--- src/ubrk_pkg.sv ---
// package with register map, fields and constants for the baud, auto-baud, wake and break block
package ubrk_pkg;
    // register byte offsets (one aligned 32-bit word each)
    localparam logic [4:0] ADDR_CTRL0 = 5'h00;
    localparam logic [4:0] ADDR_CTRL1 = 5'h04;
    localparam logic [4:0] ADDR_DIV_LO = 5'h08;
    localparam logic [4:0] ADDR_DIV_HI = 5'h0c;
    localparam logic [4:0] ADDR_FLAGS = 5'h10;
    localparam logic [4:0] ADDR_IRQEN = 5'h14;
    localparam logic [4:0] ADDR_TXBUF = 5'h18;
    // control_reg_0 fields
    localparam int C0_SPEED = 7;
    localparam int C0_AUTOBAUD_ENABLE = 6;
    localparam int C0_TRANSMIT_ENABLE = 5;
    localparam int C0_RXEN = 4;
    // control_reg_1 fields
    localparam int C1_WAKE = 4;
    localparam int C1_BREAK_OVERRIDE = 1;
    localparam int C1_SEND_BREAK = 0;
    // flag register fields
    localparam int F_ABD_DONE = 0;
    localparam int F_ABD_OVF = 1;
    localparam int F_WAKE = 2;
    localparam int F_RX_IDLE = 3;
    localparam int F_TX_IDLE = 4;
    // irq enable register fields
    localparam int E_OVF = 0;
    localparam int E_UART = 1;
    localparam int E_ERR = 2;
    localparam int E_PERIPH = 3;
    localparam int E_GLOBAL = 4;
    // mode field encodings
    localparam logic [3:0] MODE_ASYNC8 = 4'h0;
    localparam logic [3:0] MODE_PAR_ODD = 4'h2;
    localparam logic [3:0] MODE_PAR_EVEN = 4'h3;
    localparam logic [3:0] MODE_LIN_S = 4'hb;
    localparam logic [3:0] MODE_LIN_MS = 4'hc;
    localparam logic [2:0] MODE_DALI_TOP = 3'h4;
    // reset values
    localparam logic [7:0] RST_CTRL = 8'h00;
    localparam logic [15:0] RST_DIV = 16'h0000;
    // prescale: base clock is sysclk/4 or sysclk/16, auto-baud clock eight times slower
    localparam int PRE_FAST = 4;
    localparam int PRE_NORM = 16;
    localparam int ABD_DIV = 8;
    localparam int PRE_W = 7;
    localparam logic [PRE_W-1:0] PRE_FAST_LAST = PRE_W'(PRE_FAST - 1);
    localparam logic [PRE_W-1:0] PRE_NORM_LAST = PRE_W'(PRE_NORM - 1);
    localparam logic [PRE_W-1:0] ABD_FAST_LAST = PRE_W'(PRE_FAST * ABD_DIV - 1);
    localparam logic [PRE_W-1:0] ABD_NORM_LAST = PRE_W'(PRE_NORM * ABD_DIV - 1);
    // fixed break: start + 12 zeros + stop, in bit periods
    localparam int BRK_ZEROS = 12;
    localparam logic [3:0] BRK_BITS = 4'(BRK_ZEROS + 1);
    // auto-baud falling edges in a 55h sync character
    localparam logic [2:0] SYNC_EDGES = 3'h5;
    // auto-baud states
    typedef enum logic [1:0] {
        UBRK_ABD_IDLE = 2'b00,
        UBRK_ABD_ARM = 2'b01,
        UBRK_ABD_RUN = 2'b11
    } ubrk_abd_t;
    // transmit break states
    typedef enum logic [1:0] {
        UBRK_TX_IDLE = 2'b00,
        UBRK_TX_LOW = 2'b01,
        UBRK_TX_STOP = 2'b11,
        UBRK_TX_DATA = 2'b10
    } ubrk_tx_t;
endpackage

--- src/ubrk_core.sv ---
// baud generator, auto-baud measurement, wake-on-break and break transmit
//
// The implementer's own choices: the Avalon-MM slave port and the register addresses.
`timescale 1ns/100ps
// How it works
// baud equals sysclk over 4 or 16 times divisor plus one
// auto-baud in 8-bit async and LIN; LIN starts it per packet
// DALI mode ignores auto-baud enable; software sets 1200 baud
// during auto-baud receive edges time the counter; sync is 55h
// first falling edge starts counting; receiver held idle meanwhile (held here only while autobaud enable is set, not for LIN starts)
// fifth falling edge loads divisor, clears enable, sets done flag
// receive idle falls at first falling edge, rises at fifth rising
// internal 16-bit counter; visible divisor kept until success
// measuring counter runs at one eighth of base divisor clock
// with wake and auto-baud set, measure character after the break
// counter overflow sets overflow flag; finish without divisor update
// software clears done and overflow; overflow irq needs four enables
// software aborts by clearing enable then overflow flag
// wake plus uart irq enable disables reception, watches for activity
// wake flag set at wake event, cleared only by software
// wake enable cleared by hardware when line returns idle
// sender opens wake with zero character of eleven bit times
// nonzero character: start-to-first-rise low time is the wake event
// software checks receive idle before setting wake enable
// fixed break is start, twelve zero bits, stop
// break override forces transmit line to non-idle level
// send-break plus tx write: break then character; send_break self clears
// divisor write resets the baud counter at once
// speed select gives 4 or 16 baud clocks per bit
// baud counter reloads at divisor and ticks once per reload
// receive input passes a two-stage synchronizer first
module ubrk_core
    import ubrk_pkg::*;
(
    // clock and reset
    input wire logic clk_i,
    input wire logic srst_i,
    // avalon-mm slave
    input wire logic [4:0] avs_address,
    input wire logic avs_read,
    input wire logic avs_write,
    input wire logic [31:0] avs_writedata,
    output logic [31:0] avs_readdata,
    output logic avs_waitrequest,
    // serial line
    input wire logic rx_i,
    output logic tx_o,
    // hooks to the shifter core
    input wire logic lin_sync_start_i,
    input wire logic tx_shift_busy_i,
    output logic baud_tick_o,
    output logic rx_hold_o,
    output logic tx_start_o,
    output logic [7:0] tx_data_o,
    output logic overflow_irq_o,
    output logic wake_irq_o
);
    logic [7:0] ctrl0;
    logic [7:0] ctrl1;
    logic [15:0] divisor;
    logic [4:0] irq_en;
    logic abd_done;
    logic abd_ovf;
    logic wake_flag;
    logic rx_idle;
    logic rx_s1, rx_s2, rx_d;
    logic rx_fall, rx_rise;
    logic [15:0] baud_cnt;
    logic [15:0] meas_cnt;
    logic meas_ovf;
    logic [2:0] fall_cnt;
    logic [2:0] rise_cnt;
    ubrk_abd_t abd_state;
    ubrk_tx_t tx_state;
    logic [3:0] brk_bits;
    logic brk_pend;
    logic base_tick;
    logic ack;
    logic wr_div, wr_tx;
    logic abd_run, abd_finish, abd_clr_en, abd_start;
    logic wake_active, wake_event, wake_end;
    logic send_break_clr;
    logic [3:0] mode;

    assign mode = ctrl0[3:0];

    // decode helper so every write path uses the same address test
    function automatic logic hit(input logic [4:0] a, input logic [4:0] reg_addr);
        hit = (a == reg_addr);
    endfunction

    // one-wait-state slave: waitrequest drops one cycle after request
    always_ff @(posedge clk_i) begin
        if (srst_i) begin
            ack <= 1'b0;
        end else begin
            ack <= (avs_read || avs_write) && !ack;
        end
    end
    assign avs_waitrequest = !ack;
    assign wr_div = avs_write && ack && (hit(avs_address, ADDR_DIV_LO)
        || hit(avs_address, ADDR_DIV_HI));
    assign wr_tx = avs_write && ack && hit(avs_address, ADDR_TXBUF);

    // read data registered; unmapped addresses read zero
    always_ff @(posedge clk_i) begin
        if (srst_i) begin
            avs_readdata <= 32'h0000_0000;
        end else if (avs_read && !ack) begin
            if (hit(avs_address, ADDR_CTRL0)) begin
                avs_readdata <= {24'h00_0000, ctrl0};
            end else if (hit(avs_address, ADDR_CTRL1)) begin
                avs_readdata <= {24'h00_0000, ctrl1 & 8'h13};
            end else if (hit(avs_address, ADDR_DIV_LO)) begin
                avs_readdata <= {24'h00_0000, divisor[7:0]};
            end else if (hit(avs_address, ADDR_DIV_HI)) begin
                avs_readdata <= {24'h00_0000, divisor[15:8]};
            end else if (hit(avs_address, ADDR_FLAGS)) begin
                avs_readdata <= {27'h000_0000, (tx_state == UBRK_TX_IDLE) && !brk_pend,
                    rx_idle, wake_flag, abd_ovf, abd_done};
            end else if (hit(avs_address, ADDR_IRQEN)) begin
                avs_readdata <= {27'h000_0000, irq_en};
            end else begin
                avs_readdata <= 32'h0000_0000;
            end
        end
    end

    // receive synchronizer, then edge detection on the second stage
    always_ff @(posedge clk_i) begin
        if (srst_i) begin
            rx_s1 <= 1'b1;
            rx_s2 <= 1'b1;
            rx_d <= 1'b1;
        end else begin
            rx_s1 <= rx_i;
            rx_s2 <= rx_s1;
            rx_d <= rx_s2;
        end
    end
    assign rx_fall = rx_d && !rx_s2;
    assign rx_rise = !rx_d && rx_s2;

    // prescaler: base clock or one-eighth rate while measuring
    ubrk_prescale u_pre (
        .clk_i(clk_i),
        .srst_i(srst_i),
        .restart_i(wr_div || abd_start),
        .fast_i(ctrl0[C0_SPEED]),
        .abd_i(abd_run),
        .tick_o(base_tick)
    );

    // baud counter reloads at the divisor; a divisor write clears it
    always_ff @(posedge clk_i) begin
        if (srst_i || wr_div || abd_run) begin
            baud_cnt <= 16'h0000;
            baud_tick_o <= 1'b0;
        end else if (base_tick && baud_cnt >= divisor) begin
            baud_cnt <= 16'h0000;
            baud_tick_o <= 1'b1;
        end else begin
            baud_cnt <= baud_cnt + (base_tick ? 16'h0001 : 16'h0000);
            baud_tick_o <= 1'b0;
        end
    end

    // wake watching: needs wake enable and uart irq enable
    assign wake_active = ctrl1[C1_WAKE] && irq_en[E_UART];
    assign wake_event = wake_active && rx_fall;
    assign wake_end = ctrl1[C1_WAKE] && rx_rise;

    // auto-baud allowed in 8-bit async modes, never DALI; LIN starts itself
    function automatic logic abd_mode_ok(input logic [3:0] m);
        abd_mode_ok = (m == MODE_ASYNC8) || (m == MODE_PAR_ODD) || (m == MODE_PAR_EVEN);
    endfunction

    // auto-baud sequencer; wake enable postpones the start of counting until after the break
    always_ff @(posedge clk_i) begin
        if (srst_i) begin
            abd_state <= UBRK_ABD_IDLE;
        end else begin
            case (abd_state)
                UBRK_ABD_IDLE: begin
                    if ((ctrl0[C0_AUTOBAUD_ENABLE] && abd_mode_ok(mode)) || ((mode == MODE_LIN_S
                        || mode == MODE_LIN_MS) && lin_sync_start_i)) begin
                        abd_state <= UBRK_ABD_ARM;
                    end
                end
                UBRK_ABD_ARM: begin
                    if (abd_clr_en) begin
                        abd_state <= UBRK_ABD_IDLE;
                    end else if (rx_fall && !ctrl1[C1_WAKE]) begin
                        abd_state <= UBRK_ABD_RUN;
                    end
                end
                UBRK_ABD_RUN: begin
                    if (abd_finish || abd_clr_en) begin
                        abd_state <= UBRK_ABD_IDLE;
                    end
                end
                default: abd_state <= UBRK_ABD_IDLE;
            endcase
        end
    end
    assign abd_run = (abd_state == UBRK_ABD_RUN);
    assign abd_finish = abd_run && rx_fall && fall_cnt == SYNC_EDGES - 3'h1;
    // outside the LIN modes, software dropping the enable aborts an armed or running measurement
    assign abd_clr_en = !ctrl0[C0_AUTOBAUD_ENABLE] && !(mode == MODE_LIN_S || mode == MODE_LIN_MS);
    // first fall while armed; restarting the prescaler here fixes the tick phase
    assign abd_start = (abd_state == UBRK_ABD_ARM) && rx_fall && !ctrl1[C1_WAKE] && !abd_clr_en;

    // internal measuring counter and edge counters
    always_ff @(posedge clk_i) begin
        if (srst_i || abd_state == UBRK_ABD_IDLE) begin
            meas_cnt <= 16'h0000;
            meas_ovf <= 1'b0;
            fall_cnt <= 3'h0;
        end else if (abd_state == UBRK_ABD_ARM) begin
            fall_cnt <= abd_start ? 3'h1 : 3'h0;
            // the interval in progress counts, so the result rounds up to whole ticks
            meas_cnt <= abd_start ? 16'h0001 : 16'h0000;
        end else begin
            if (base_tick) begin
                {meas_ovf, meas_cnt} <= {meas_ovf, 16'h0000} | 17'({1'b0, meas_cnt} + 17'h1);
            end
            if (rx_fall) begin
                fall_cnt <= fall_cnt + 3'h1;
            end
        end
    end

    // receive idle: low from first fall to fifth rise of the sync char
    always_ff @(posedge clk_i) begin
        if (srst_i) begin
            rx_idle <= 1'b1;
            rise_cnt <= 3'h0;
        end else if (abd_start) begin
            rx_idle <= 1'b0;
            rise_cnt <= 3'h0;
        end else if (abd_run && abd_clr_en) begin
            rx_idle <= 1'b1; // aborted sync must not leave the line marked busy
        end else if (!rx_idle && rx_rise) begin
            rise_cnt <= rise_cnt + 3'h1;
            if (rise_cnt == SYNC_EDGES - 3'h1) begin
                rx_idle <= 1'b1;
            end
        end
    end

    // receiver held idle during measurement while autobaud enable is set, and during wake watching
    always_ff @(posedge clk_i) begin
        if (srst_i) begin
            rx_hold_o <= 1'b0;
        end else begin
            rx_hold_o <= (abd_state != UBRK_ABD_IDLE && ctrl0[C0_AUTOBAUD_ENABLE]) || wake_active;
        end
    end

    // control_reg_0: autobaud_enable cleared by hardware at completion
    always_ff @(posedge clk_i) begin
        if (srst_i) begin
            ctrl0 <= RST_CTRL;
        end else if (avs_write && ack && hit(avs_address, ADDR_CTRL0)) begin
            ctrl0 <= avs_writedata[7:0];
        end else if (abd_finish) begin
            ctrl0[C0_AUTOBAUD_ENABLE] <= 1'b0;
        end
    end

    // control_reg_1: wake and send-break self clear
    always_ff @(posedge clk_i) begin
        if (srst_i) begin
            ctrl1 <= RST_CTRL;
        end else if (avs_write && ack && hit(avs_address, ADDR_CTRL1)) begin
            ctrl1 <= avs_writedata[7:0] & 8'h9b;
        end else begin
            if (wake_end) begin
                ctrl1[C1_WAKE] <= 1'b0;
            end
            if (send_break_clr) begin
                ctrl1[C1_SEND_BREAK] <= 1'b0;
            end
        end
    end

    // visible divisor: software write or successful measurement only
    always_ff @(posedge clk_i) begin
        if (srst_i) begin
            divisor <= RST_DIV;
        end else if (wr_div && hit(avs_address, ADDR_DIV_LO)) begin
            divisor[7:0] <= avs_writedata[7:0];
        end else if (wr_div) begin
            divisor[15:8] <= avs_writedata[7:0];
        end else if (abd_finish && !meas_ovf) begin
            divisor <= meas_cnt;
        end
    end

    // sticky flags: hardware set wins over a software clear in the same cycle
    always_ff @(posedge clk_i) begin
        if (srst_i) begin
            abd_done <= 1'b0;
            abd_ovf <= 1'b0;
            wake_flag <= 1'b0;
        end else begin
            if (avs_write && ack && hit(avs_address, ADDR_FLAGS)) begin
                abd_done <= avs_writedata[F_ABD_DONE] & abd_done;
                abd_ovf <= avs_writedata[F_ABD_OVF] & abd_ovf;
                wake_flag <= avs_writedata[F_WAKE] & wake_flag;
            end
            if (abd_finish) begin
                abd_done <= 1'b1;
            end
            if (abd_run && meas_ovf) begin
                abd_ovf <= 1'b1;
            end
            if (wake_event) begin
                wake_flag <= 1'b1;
            end
        end
    end

    // interrupt enables and gated interrupt outputs
    always_ff @(posedge clk_i) begin
        if (srst_i) begin
            irq_en <= 5'h00;
            overflow_irq_o <= 1'b0;
            wake_irq_o <= 1'b0;
        end else begin
            if (avs_write && ack && hit(avs_address, ADDR_IRQEN)) begin
                irq_en <= avs_writedata[4:0];
            end
            overflow_irq_o <= abd_ovf && (&{irq_en[E_OVF], irq_en[E_ERR],
                irq_en[E_PERIPH], irq_en[E_GLOBAL]});
            wake_irq_o <= wake_flag && (&{irq_en[E_UART], irq_en[E_PERIPH],
                irq_en[E_GLOBAL]});
        end
    end

    // break transmitter: 13 low bits then stop bit, then hand over the char
    // one baud tick is one bit in either range; the start waits for a tick so the
    // first low bit is a full period
    always_ff @(posedge clk_i) begin
        if (srst_i) begin
            tx_state <= UBRK_TX_IDLE;
            brk_bits <= 4'h0;
            brk_pend <= 1'b0;
            tx_start_o <= 1'b0;
            tx_data_o <= 8'h00;
        end else begin
            tx_start_o <= 1'b0;
            case (tx_state)
                UBRK_TX_IDLE: begin
                    if (brk_pend && baud_tick_o) begin
                        brk_pend <= 1'b0;
                        brk_bits <= 4'h0;
                        tx_state <= UBRK_TX_LOW;
                    end else if (wr_tx && ctrl0[C0_TRANSMIT_ENABLE] && !brk_pend) begin
                        tx_data_o <= avs_writedata[7:0];
                        if (ctrl1[C1_SEND_BREAK]) begin
                            brk_pend <= 1'b1;
                        end else begin
                            tx_start_o <= 1'b1;
                        end
                    end
                end
                UBRK_TX_LOW: begin
                    if (baud_tick_o) begin
                        brk_bits <= brk_bits + 4'h1;
                        if (brk_bits == BRK_BITS - 4'h1) begin
                            tx_state <= UBRK_TX_STOP;
                        end
                    end
                end
                UBRK_TX_STOP: begin
                    if (baud_tick_o) begin
                        tx_state <= UBRK_TX_DATA;
                    end
                end
                UBRK_TX_DATA: begin
                    if (!tx_shift_busy_i) begin
                        tx_start_o <= 1'b1;
                        tx_state <= UBRK_TX_IDLE;
                    end
                end
                default: tx_state <= UBRK_TX_IDLE;
            endcase
        end
    end
    assign send_break_clr = (tx_state == UBRK_TX_STOP) && baud_tick_o;

    // tx line: override or break low forces non-idle level
    always_ff @(posedge clk_i) begin
        if (srst_i) begin
            tx_o <= 1'b1;
        end else begin
            tx_o <= !(ctrl1[C1_BREAK_OVERRIDE] || tx_state == UBRK_TX_LOW);
        end
    end

    a_div_keep_ovf: assert property (@(posedge clk_i) disable iff (srst_i)
        (abd_finish && meas_ovf && !wr_div) |=> $stable(divisor))
        else $error("divisor changed after overflowed measurement");
    a_abd_load_div: assert property (@(posedge clk_i) disable iff (srst_i)
        (abd_finish && !meas_ovf && !wr_div) |=> divisor == $past(meas_cnt))
        else $error("measured period not loaded");
    a_abd_done_clr: assert property (@(posedge clk_i) disable iff (srst_i)
        abd_finish |=> abd_done && !ctrl0[C0_AUTOBAUD_ENABLE] || $past(avs_write))
        else $error("done flag or enable wrong after sync");
    a_wake_flag_set: assert property (@(posedge clk_i) disable iff (srst_i)
        wake_event |=> wake_flag) else $error("wake flag missed event");
    a_wake_clear: assert property (@(posedge clk_i) disable iff (srst_i)
        (wake_end && !(avs_write && ack)) |=> !ctrl1[C1_WAKE])
        else $error("wake enable not cleared at break end");
    a_brk_override: assert property (@(posedge clk_i) disable iff (srst_i)
        ctrl1[C1_BREAK_OVERRIDE] |=> !tx_o) else $error("override did not force tx low");
    a_div_restart: assert property (@(posedge clk_i) disable iff (srst_i)
        wr_div |=> baud_cnt == 16'h0000 && !baud_tick_o)
        else $error("divisor write did not reset counter");
    a_ovf_irq_gate: assert property (@(posedge clk_i) disable iff (srst_i)
        overflow_irq_o |-> $past(abd_ovf && irq_en[E_ERR] && irq_en[E_GLOBAL]))
        else $error("overflow irq without enables");
    a_rx_idle_low: assert property (@(posedge clk_i) disable iff (srst_i)
        abd_run |-> !rx_idle || $past(rx_rise)) else $error("rx idle high in sync");
    a_rx_hold: assert property (@(posedge clk_i) disable iff (srst_i)
        (abd_run && ctrl0[C0_AUTOBAUD_ENABLE]) |=> rx_hold_o) else $error("receiver not held");

    c_abd_ok: cover property (@(posedge clk_i) abd_finish && !meas_ovf);
    c_abd_ovf: cover property (@(posedge clk_i) abd_finish && meas_ovf);
    c_wake: cover property (@(posedge clk_i) wake_event);
    c_break: cover property (@(posedge clk_i) send_break_clr);
endmodule

--- src/ubrk_prescale.sv ---
// prescaler that turns the system clock into base or auto-baud tick pulses
`timescale 1ns/100ps
module ubrk_prescale
    import ubrk_pkg::*;
(
    // clock and reset
    input wire logic clk_i,
    input wire logic srst_i,
    // control
    input wire logic restart_i,
    input wire logic fast_i,
    input wire logic abd_i,
    // tick out
    output logic tick_o
);
    logic [PRE_W-1:0] cnt;
    logic [PRE_W-1:0] last;

    // terminal count from speed and measure mode
    always_comb begin
        if (abd_i) begin
            last = fast_i ? ABD_FAST_LAST : ABD_NORM_LAST;
        end else begin
            last = fast_i ? PRE_FAST_LAST : PRE_NORM_LAST;
        end
    end

    // free running divider, restarted on divisor writes and at measurement start
    always_ff @(posedge clk_i) begin
        if (srst_i || restart_i) begin
            cnt <= '0;
            tick_o <= 1'b0;
        end else if (cnt >= last) begin
            cnt <= '0;
            tick_o <= 1'b1;
        end else begin
            cnt <= cnt + PRE_W'(1);
            tick_o <= 1'b0;
        end
    end

    a_tick_spacing: assert property (@(posedge clk_i) disable iff (srst_i)
        tick_o |=> !tick_o) else $error("prescale tick not a single pulse");
endmodule

--- config.mk ---
export PLATFORM = sky130hd
export DESIGN_NAME = ubrk_core
export DESIGN_NICKNAME = d
export VERILOG_FILES = /design/src/ubrk_pkg.sv /design/src/ubrk_core.sv /design/src/ubrk_prescale.sv
export SDC_FILE = /design/constraint.sdc
export NUM_CORES = 1
export LEC_CHECK = 0
export ABC_AREA = 1
export BUFFER_PORTS_ARGS = -buffer_cell sky130_fd_sc_hd__buf_4
export CAP_MARGIN = 20
export CORE_ASPECT_RATIO = 1.5
export CORE_UTILIZATION = 58
export DETAILED_ROUTE_END_ITERATION = 12
export GPL_TIMING_DRIVEN = 0
export HOLD_SLACK_MARGIN = 0.12
export PLACE_DENSITY = 0.81
export SYNTH_ARGS = -nofsm -noshare
export SYNTH_HDL_FRONTEND = slang
export SYNTH_SLANG_ARGS = --single-unit
--- constraint.sdc ---
create_clock -name clk_i -period 2.1 [get_ports clk_i]
set_clock_uncertainty 0.05 [all_clocks]
set_input_delay 0.105 -clock clk_i [delete_from_list [all_inputs] [get_ports clk_i]]
set_output_delay 0.105 -clock clk_i [all_outputs]
set_load 0.005 [all_outputs]
==> results.py <==
metrics = {
    "clock_network": {
        "worst_skew_pair.late_latency_ps": 420,
        "cts_sinks": 118,
        "clockRootBuffer": "sky130_fd_sc_hd__clkbuf_16",
        "clockBufferDepth": 2,
        "total_number_of_h_tree_levels": 4,
        "cts.reportedPaths.clkPinSlew_ps": 60,
        "tritoncts": "built",
        "tritoncts_buffers": 17,
    },
    "power_and_ir_drop": {
        "netSwitchingFraction": 0.225,
        "power_per_cell_area_mw_per_mm2": 716,
        "seq_power_share": 0.409,
        "internal_power_mw": 4.31,
        "clock_power_share": 0.538,
        "comb_power_share": 0.054,
        "ir_worst_vdd_uv": 557,
        "power.switching_mw": 1.25,
        "static-leakage-power_nw": 3.24,
    },
    "run": {
        "cap_viol_max_count": 0,
    },
    "route": {
        "vias_per_cell": 5.40,
        "drtIter0Drc": 498,
        "via_count": 5917,
        "wl_per_cell_um": 14.9,
        "drt-total-wl_um": 16400,
        "detail_route.first_pass.iterations": 5,
        "detail_route.drc_violations": 0,
        "antenna_left": 0,
    },
    "synthesis": {
        "ys_async_sr_fraction": 0,
        "ys_types": 52,
        "postSynth.topFlopCell": "sky130_fd_sc_hd__dfxtp_1",
        "synth_enable_flop_cells": 0,
        "ys_seq_elements": 118,
        "synth_seq_area_share": 0.370,
        "synth-warning-count": 0,
        "synth_area_sq_mm": 0.00638,
        "netlist_instances": 838,
        "synth_area_leaders": "sky130_fd_sc_hd__dfxtp_1, sky130_fd_sc_hd__nand2_1, sky130_fd_sc_hd__inv_1",
        "synth_top_cell_area_share": 0.370,
        "post_synth.cell_area_avg_sq_um": 7.61,
        "synth.largest_area_cell": "sky130_fd_sc_hd__dfxtp_1",
    },
    "grt": {
        "global_route_wire_length_before_repair_um": 25900,
        "grt_start_max_net_pins": 17,
        "globalRoute.totalOverflow": 0,
        "grt_antenna_before_repair": 0,
        "first_global_vias": 5559,
        "global_route.usage.total": 0.298,
    },
    "sta": {
        "final_period_minus_worst_setup_slack_ps": 2000,
        "unrepaired_setup_endpoints_after_global_routing": "false",
        "timing.slew.headroom": 0.558,
        "max_freq_ghz": 0.500,
        "hold_viol_final": 0,
        "slew_viol_final": 0,
        "final_critical_path_setup_slack_ps": 101,
        "finalSetupViolCount": 0,
        "share_of_the_cycle_needed_by_the_critical_path_after_routing": 0.952,
        "max_slew.worst_pin.slew_ps": 663,
        "fin_tns_setup_ps": 0,
    },
    "placement": {
        "portBuffers": 40,
        "worst_setup_slack_before_clock_tree_synthesis_ps": -413,
        "placement.cell_area_sq_mm": 0.00695,
        "post-dp-hpwl_um": 11700,
        "routabilityCongestion": 0.970,
    },
    "worst_hold_path": {
        "hold_class": "primary input to flop",
        "timing.hold.worst.start": "avs_address[2]",
    },
    "die": {
        "number_of_placed_i_o_pins": 91,
        "design.die.area_sq_mm": 0.0114,
        "std_cell_rows": 46,
        "die-width_um": 87.6,
        "fp.dieH_um": 130,
        "design.core.area_sq_mm": 0.0106,
        "initial_core_utilization": 0.599,
    },
    "cells_and_area": {
        "layout-drive-gt1-share": 0.181,
        "area_growth_pct": 21.7,
        "multi_input_area_sq_mm": 0.00337,
        "ff_latch_area_sq_mm": 0.00236,
        "final_net_count": 1013,
        "finish.instance_area_sq_mm": 0.00776,
        "num_antenna_cells": 0,
        "fill_cells": 841,
    },
    "critical_path": {
        "cp.required_ps": 2370,
        "path_delay_family": "simple AND/OR/NAND/NOR gates",
        "r2r_start": "abd_state[1]$_SDFFE_PP0P_",
        "cp_num_buf_inv": 1,
        "type_of_the_worst_setup_path": "flop to flop",
        "worstSetupStartpointType": "flop",
        "critical-path-slowest-cell": "sky130_fd_sc_hd__dfxtp_1",
        "cp_common_cell": "sky130_fd_sc_hd__nand2_1",
        "crit_path_end_kind": "flop",
        "critical_path.max_stage_delay_ps": 370,
        "crit_path_cell_trace": "nand2_1 -> inv_2 -> nand2_1 -> ha_1 -> nand3_1 -> o2111ai_4 -> nor3b_4",
        "worstPathMaxFanout": 8,
        "crit_start": "abd_state[1]$_SDFFE_PP0P_",
        "cp.arrival_ps": 2270,
    },
    "run_status": {
        "outcome": "complete, no violations",
    },
}
registers in the layout, indices dropped and copies added, names as in the netlist, 5 cells and up:
signal and flops:
baud_cnt 16, meas_cnt 16, ctrl0 8, divisor 16, irq_en 5, u_pre.cnt 7
avs_readdata 8, tx_data_o 8
worst reg2reg max path, stage by stage (launching register included):
cell and delay, ps:
sky130_fd_sc_hd__dfxtp_1 370, sky130_fd_sc_hd__nand2_1 150, sky130_fd_sc_hd__inv_2 120, sky130_fd_sc_hd__nand2_1 80, sky130_fd_sc_hd__ha_1 350, sky130_fd_sc_hd__nand3_1 150
sky130_fd_sc_hd__o2111ai_4 330, sky130_fd_sc_hd__nor3b_4 300
synth_stat cells (6+ instances only):
master / n
sky130_fd_sc_hd__xor2_1: 10
sky130_fd_sc_hd__xnor2_1: 12
sky130_fd_sc_hd__nor3_1: 20
sky130_fd_sc_hd__nor2_4: 17
sky130_fd_sc_hd__dfxtp_1: 118
sky130_fd_sc_hd__o22ai_1: 6
sky130_fd_sc_hd__nand4_1: 19
sky130_fd_sc_hd__inv_1: 108
sky130_fd_sc_hd__nor2_1: 78
sky130_fd_sc_hd__nand2_1: 128
sky130_fd_sc_hd__a21oi_1: 75
sky130_fd_sc_hd__o21ai_1: 10
sky130_fd_sc_hd__nand3_1: 31
sky130_fd_sc_hd__buf_4: 27
sky130_fd_sc_hd__ha_1: 31
sky130_fd_sc_hd__nand3_2: 6
sky130_fd_sc_hd__inv_2: 6
sky130_fd_sc_hd__o21ai_0: 67
final cells by class:
type | instances | share of cell area
Tap cell | 144 | 0.0232
Clock buffer | 20 | 0.0588
Clock inverter | 12 | 0.0197
Multi-Input combinational cell | 584 | 0.434
Buffer | 42 | 0.0411
Timing Repair Buffer | 58 | 0.0612
Sequential cell | 118 | 0.304
Inverter | 117 | 0.0579
cells by family (layout without fill, tap and decap cells):
logic type                 Yosys count  in the layout  share of synthesized area
other                                1             24                   0.000588
DFF                                118            118                      0.370
AOI/OAI and AO/OA                  180            180                      0.155
buffers and inverters              159            249                      0.120
adders and majority gates           31             31                     0.0608
xor gates and xnor gates            22             22                     0.0302
and+or+nand+nor                    327            327                      0.263
layer usage:
layer,track usage,vias to the layer above,part of all wire
met5,0,-,0
met4,0.186,0,0.058
met3,0.0634,70,0.053
met2,0.547,237,0.51
met1,0.302,2694,0.38
li1,-,2916,-
layout by cell type, fill, tap and decap left out, types with 3 or more instances in the layout:
master,netlist,routed
sky130_fd_sc_hd__nand2_1,128,128
sky130_fd_sc_hd__a211oi_1,5,5
sky130_fd_sc_hd__nor2_4,17,17
sky130_fd_sc_hd__buf_6,3,3
sky130_fd_sc_hd__ha_1,31,31
sky130_fd_sc_hd__o22ai_1,6,6
sky130_fd_sc_hd__buf_2,3,3
sky130_fd_sc_hd__nor3_1,20,20
sky130_fd_sc_hd__xor2_1,10,10
sky130_fd_sc_hd__dfxtp_1,118,118
sky130_fd_sc_hd__bufinv_16,0,3
sky130_fd_sc_hd__nand3_1,31,31
sky130_fd_sc_hd__xnor2_1,12,12
sky130_fd_sc_hd__clkinv_2,0,3
sky130_fd_sc_hd__nor3_2,4,4
sky130_fd_sc_hd__clkinvlp_4,0,4
sky130_fd_sc_hd__clkbuf_1,5,6
sky130_fd_sc_hd__a21oi_1,75,75
sky130_fd_sc_hd__clkinv_4,1,3
sky130_fd_sc_hd__dlygate4sd3_1,0,16
sky130_fd_sc_hd__nand2_4,3,3
sky130_fd_sc_hd__nand3_2,6,6
sky130_fd_sc_hd__nor2_1,78,78
sky130_fd_sc_hd__inv_2,6,7
sky130_fd_sc_hd__nand4_1,19,19
sky130_fd_sc_hd__or2_2,4,4
sky130_fd_sc_hd__o21ai_1,10,10
sky130_fd_sc_hd__inv_1,108,107
sky130_fd_sc_hd__nor2_2,3,3
sky130_fd_sc_hd__conb_1,1,24
sky130_fd_sc_hd__clkbuf_16,0,17
sky130_fd_sc_hd__o21ai_0,67,67
sky130_fd_sc_hd__buf_4,27,69
what timing repair did:
| action | in CTS | in global routing |
|---|---|---|
| buffers inserted | 0 | 2 |
| hold buffers | 16 | 0 |
| pin swaps | 0 | 1 |
| endpoints found under the hold margin | 49 | 0 |
| endpoints found under the setup margin | 8 | 8 |
| cloned | 0 | 0 |
| resized for setup | 5 | 1 |
final timing paths:
path                            cells after the start  slack, ps                            to
worst max-delay path                                7        100       u_pre.tick_o$_SDFF_PP0_
worst max register to register                      7        100       u_pre.tick_o$_SDFF_PP0_
worst min register to register                      1        370              rx_s2$_SDFF_PP1_
worst min-delay path                                5        120  avs_readdata[4]$_SDFFE_PP0P_
through the flow:
stage | power (mW) | instances | hold slack (ps) | utilization
floorplan | 2.49 | 861 | 159 | -
global placement | 2.58 | 1045 | 242 | 0.652
detailed placement | 2.58 | 1045 | 244 | 0.652
CTS | 5.55 | 1093 | 121 | 0.727
global route | 5.68 | 1095 | 191 | 0.729
finish | 5.56 | 1095 | 124 | 0.729
power groups by stage:
stage | clock network (mW) | logic [mW] | registers (mW)
2_1_floorplan | 0 | 0.173 | 2.32
3_3_place_gp | 0 | 0.263 | 2.32
3_5_place_dp | 0 | 0.265 | 2.32
4_1_cts | 2.98 | 0.292 | 2.27
5_1_grt | 3.08 | 0.321 | 2.27
6_report | 2.99 | 0.298 | 2.27
Power figures use the tool's default switching activity.
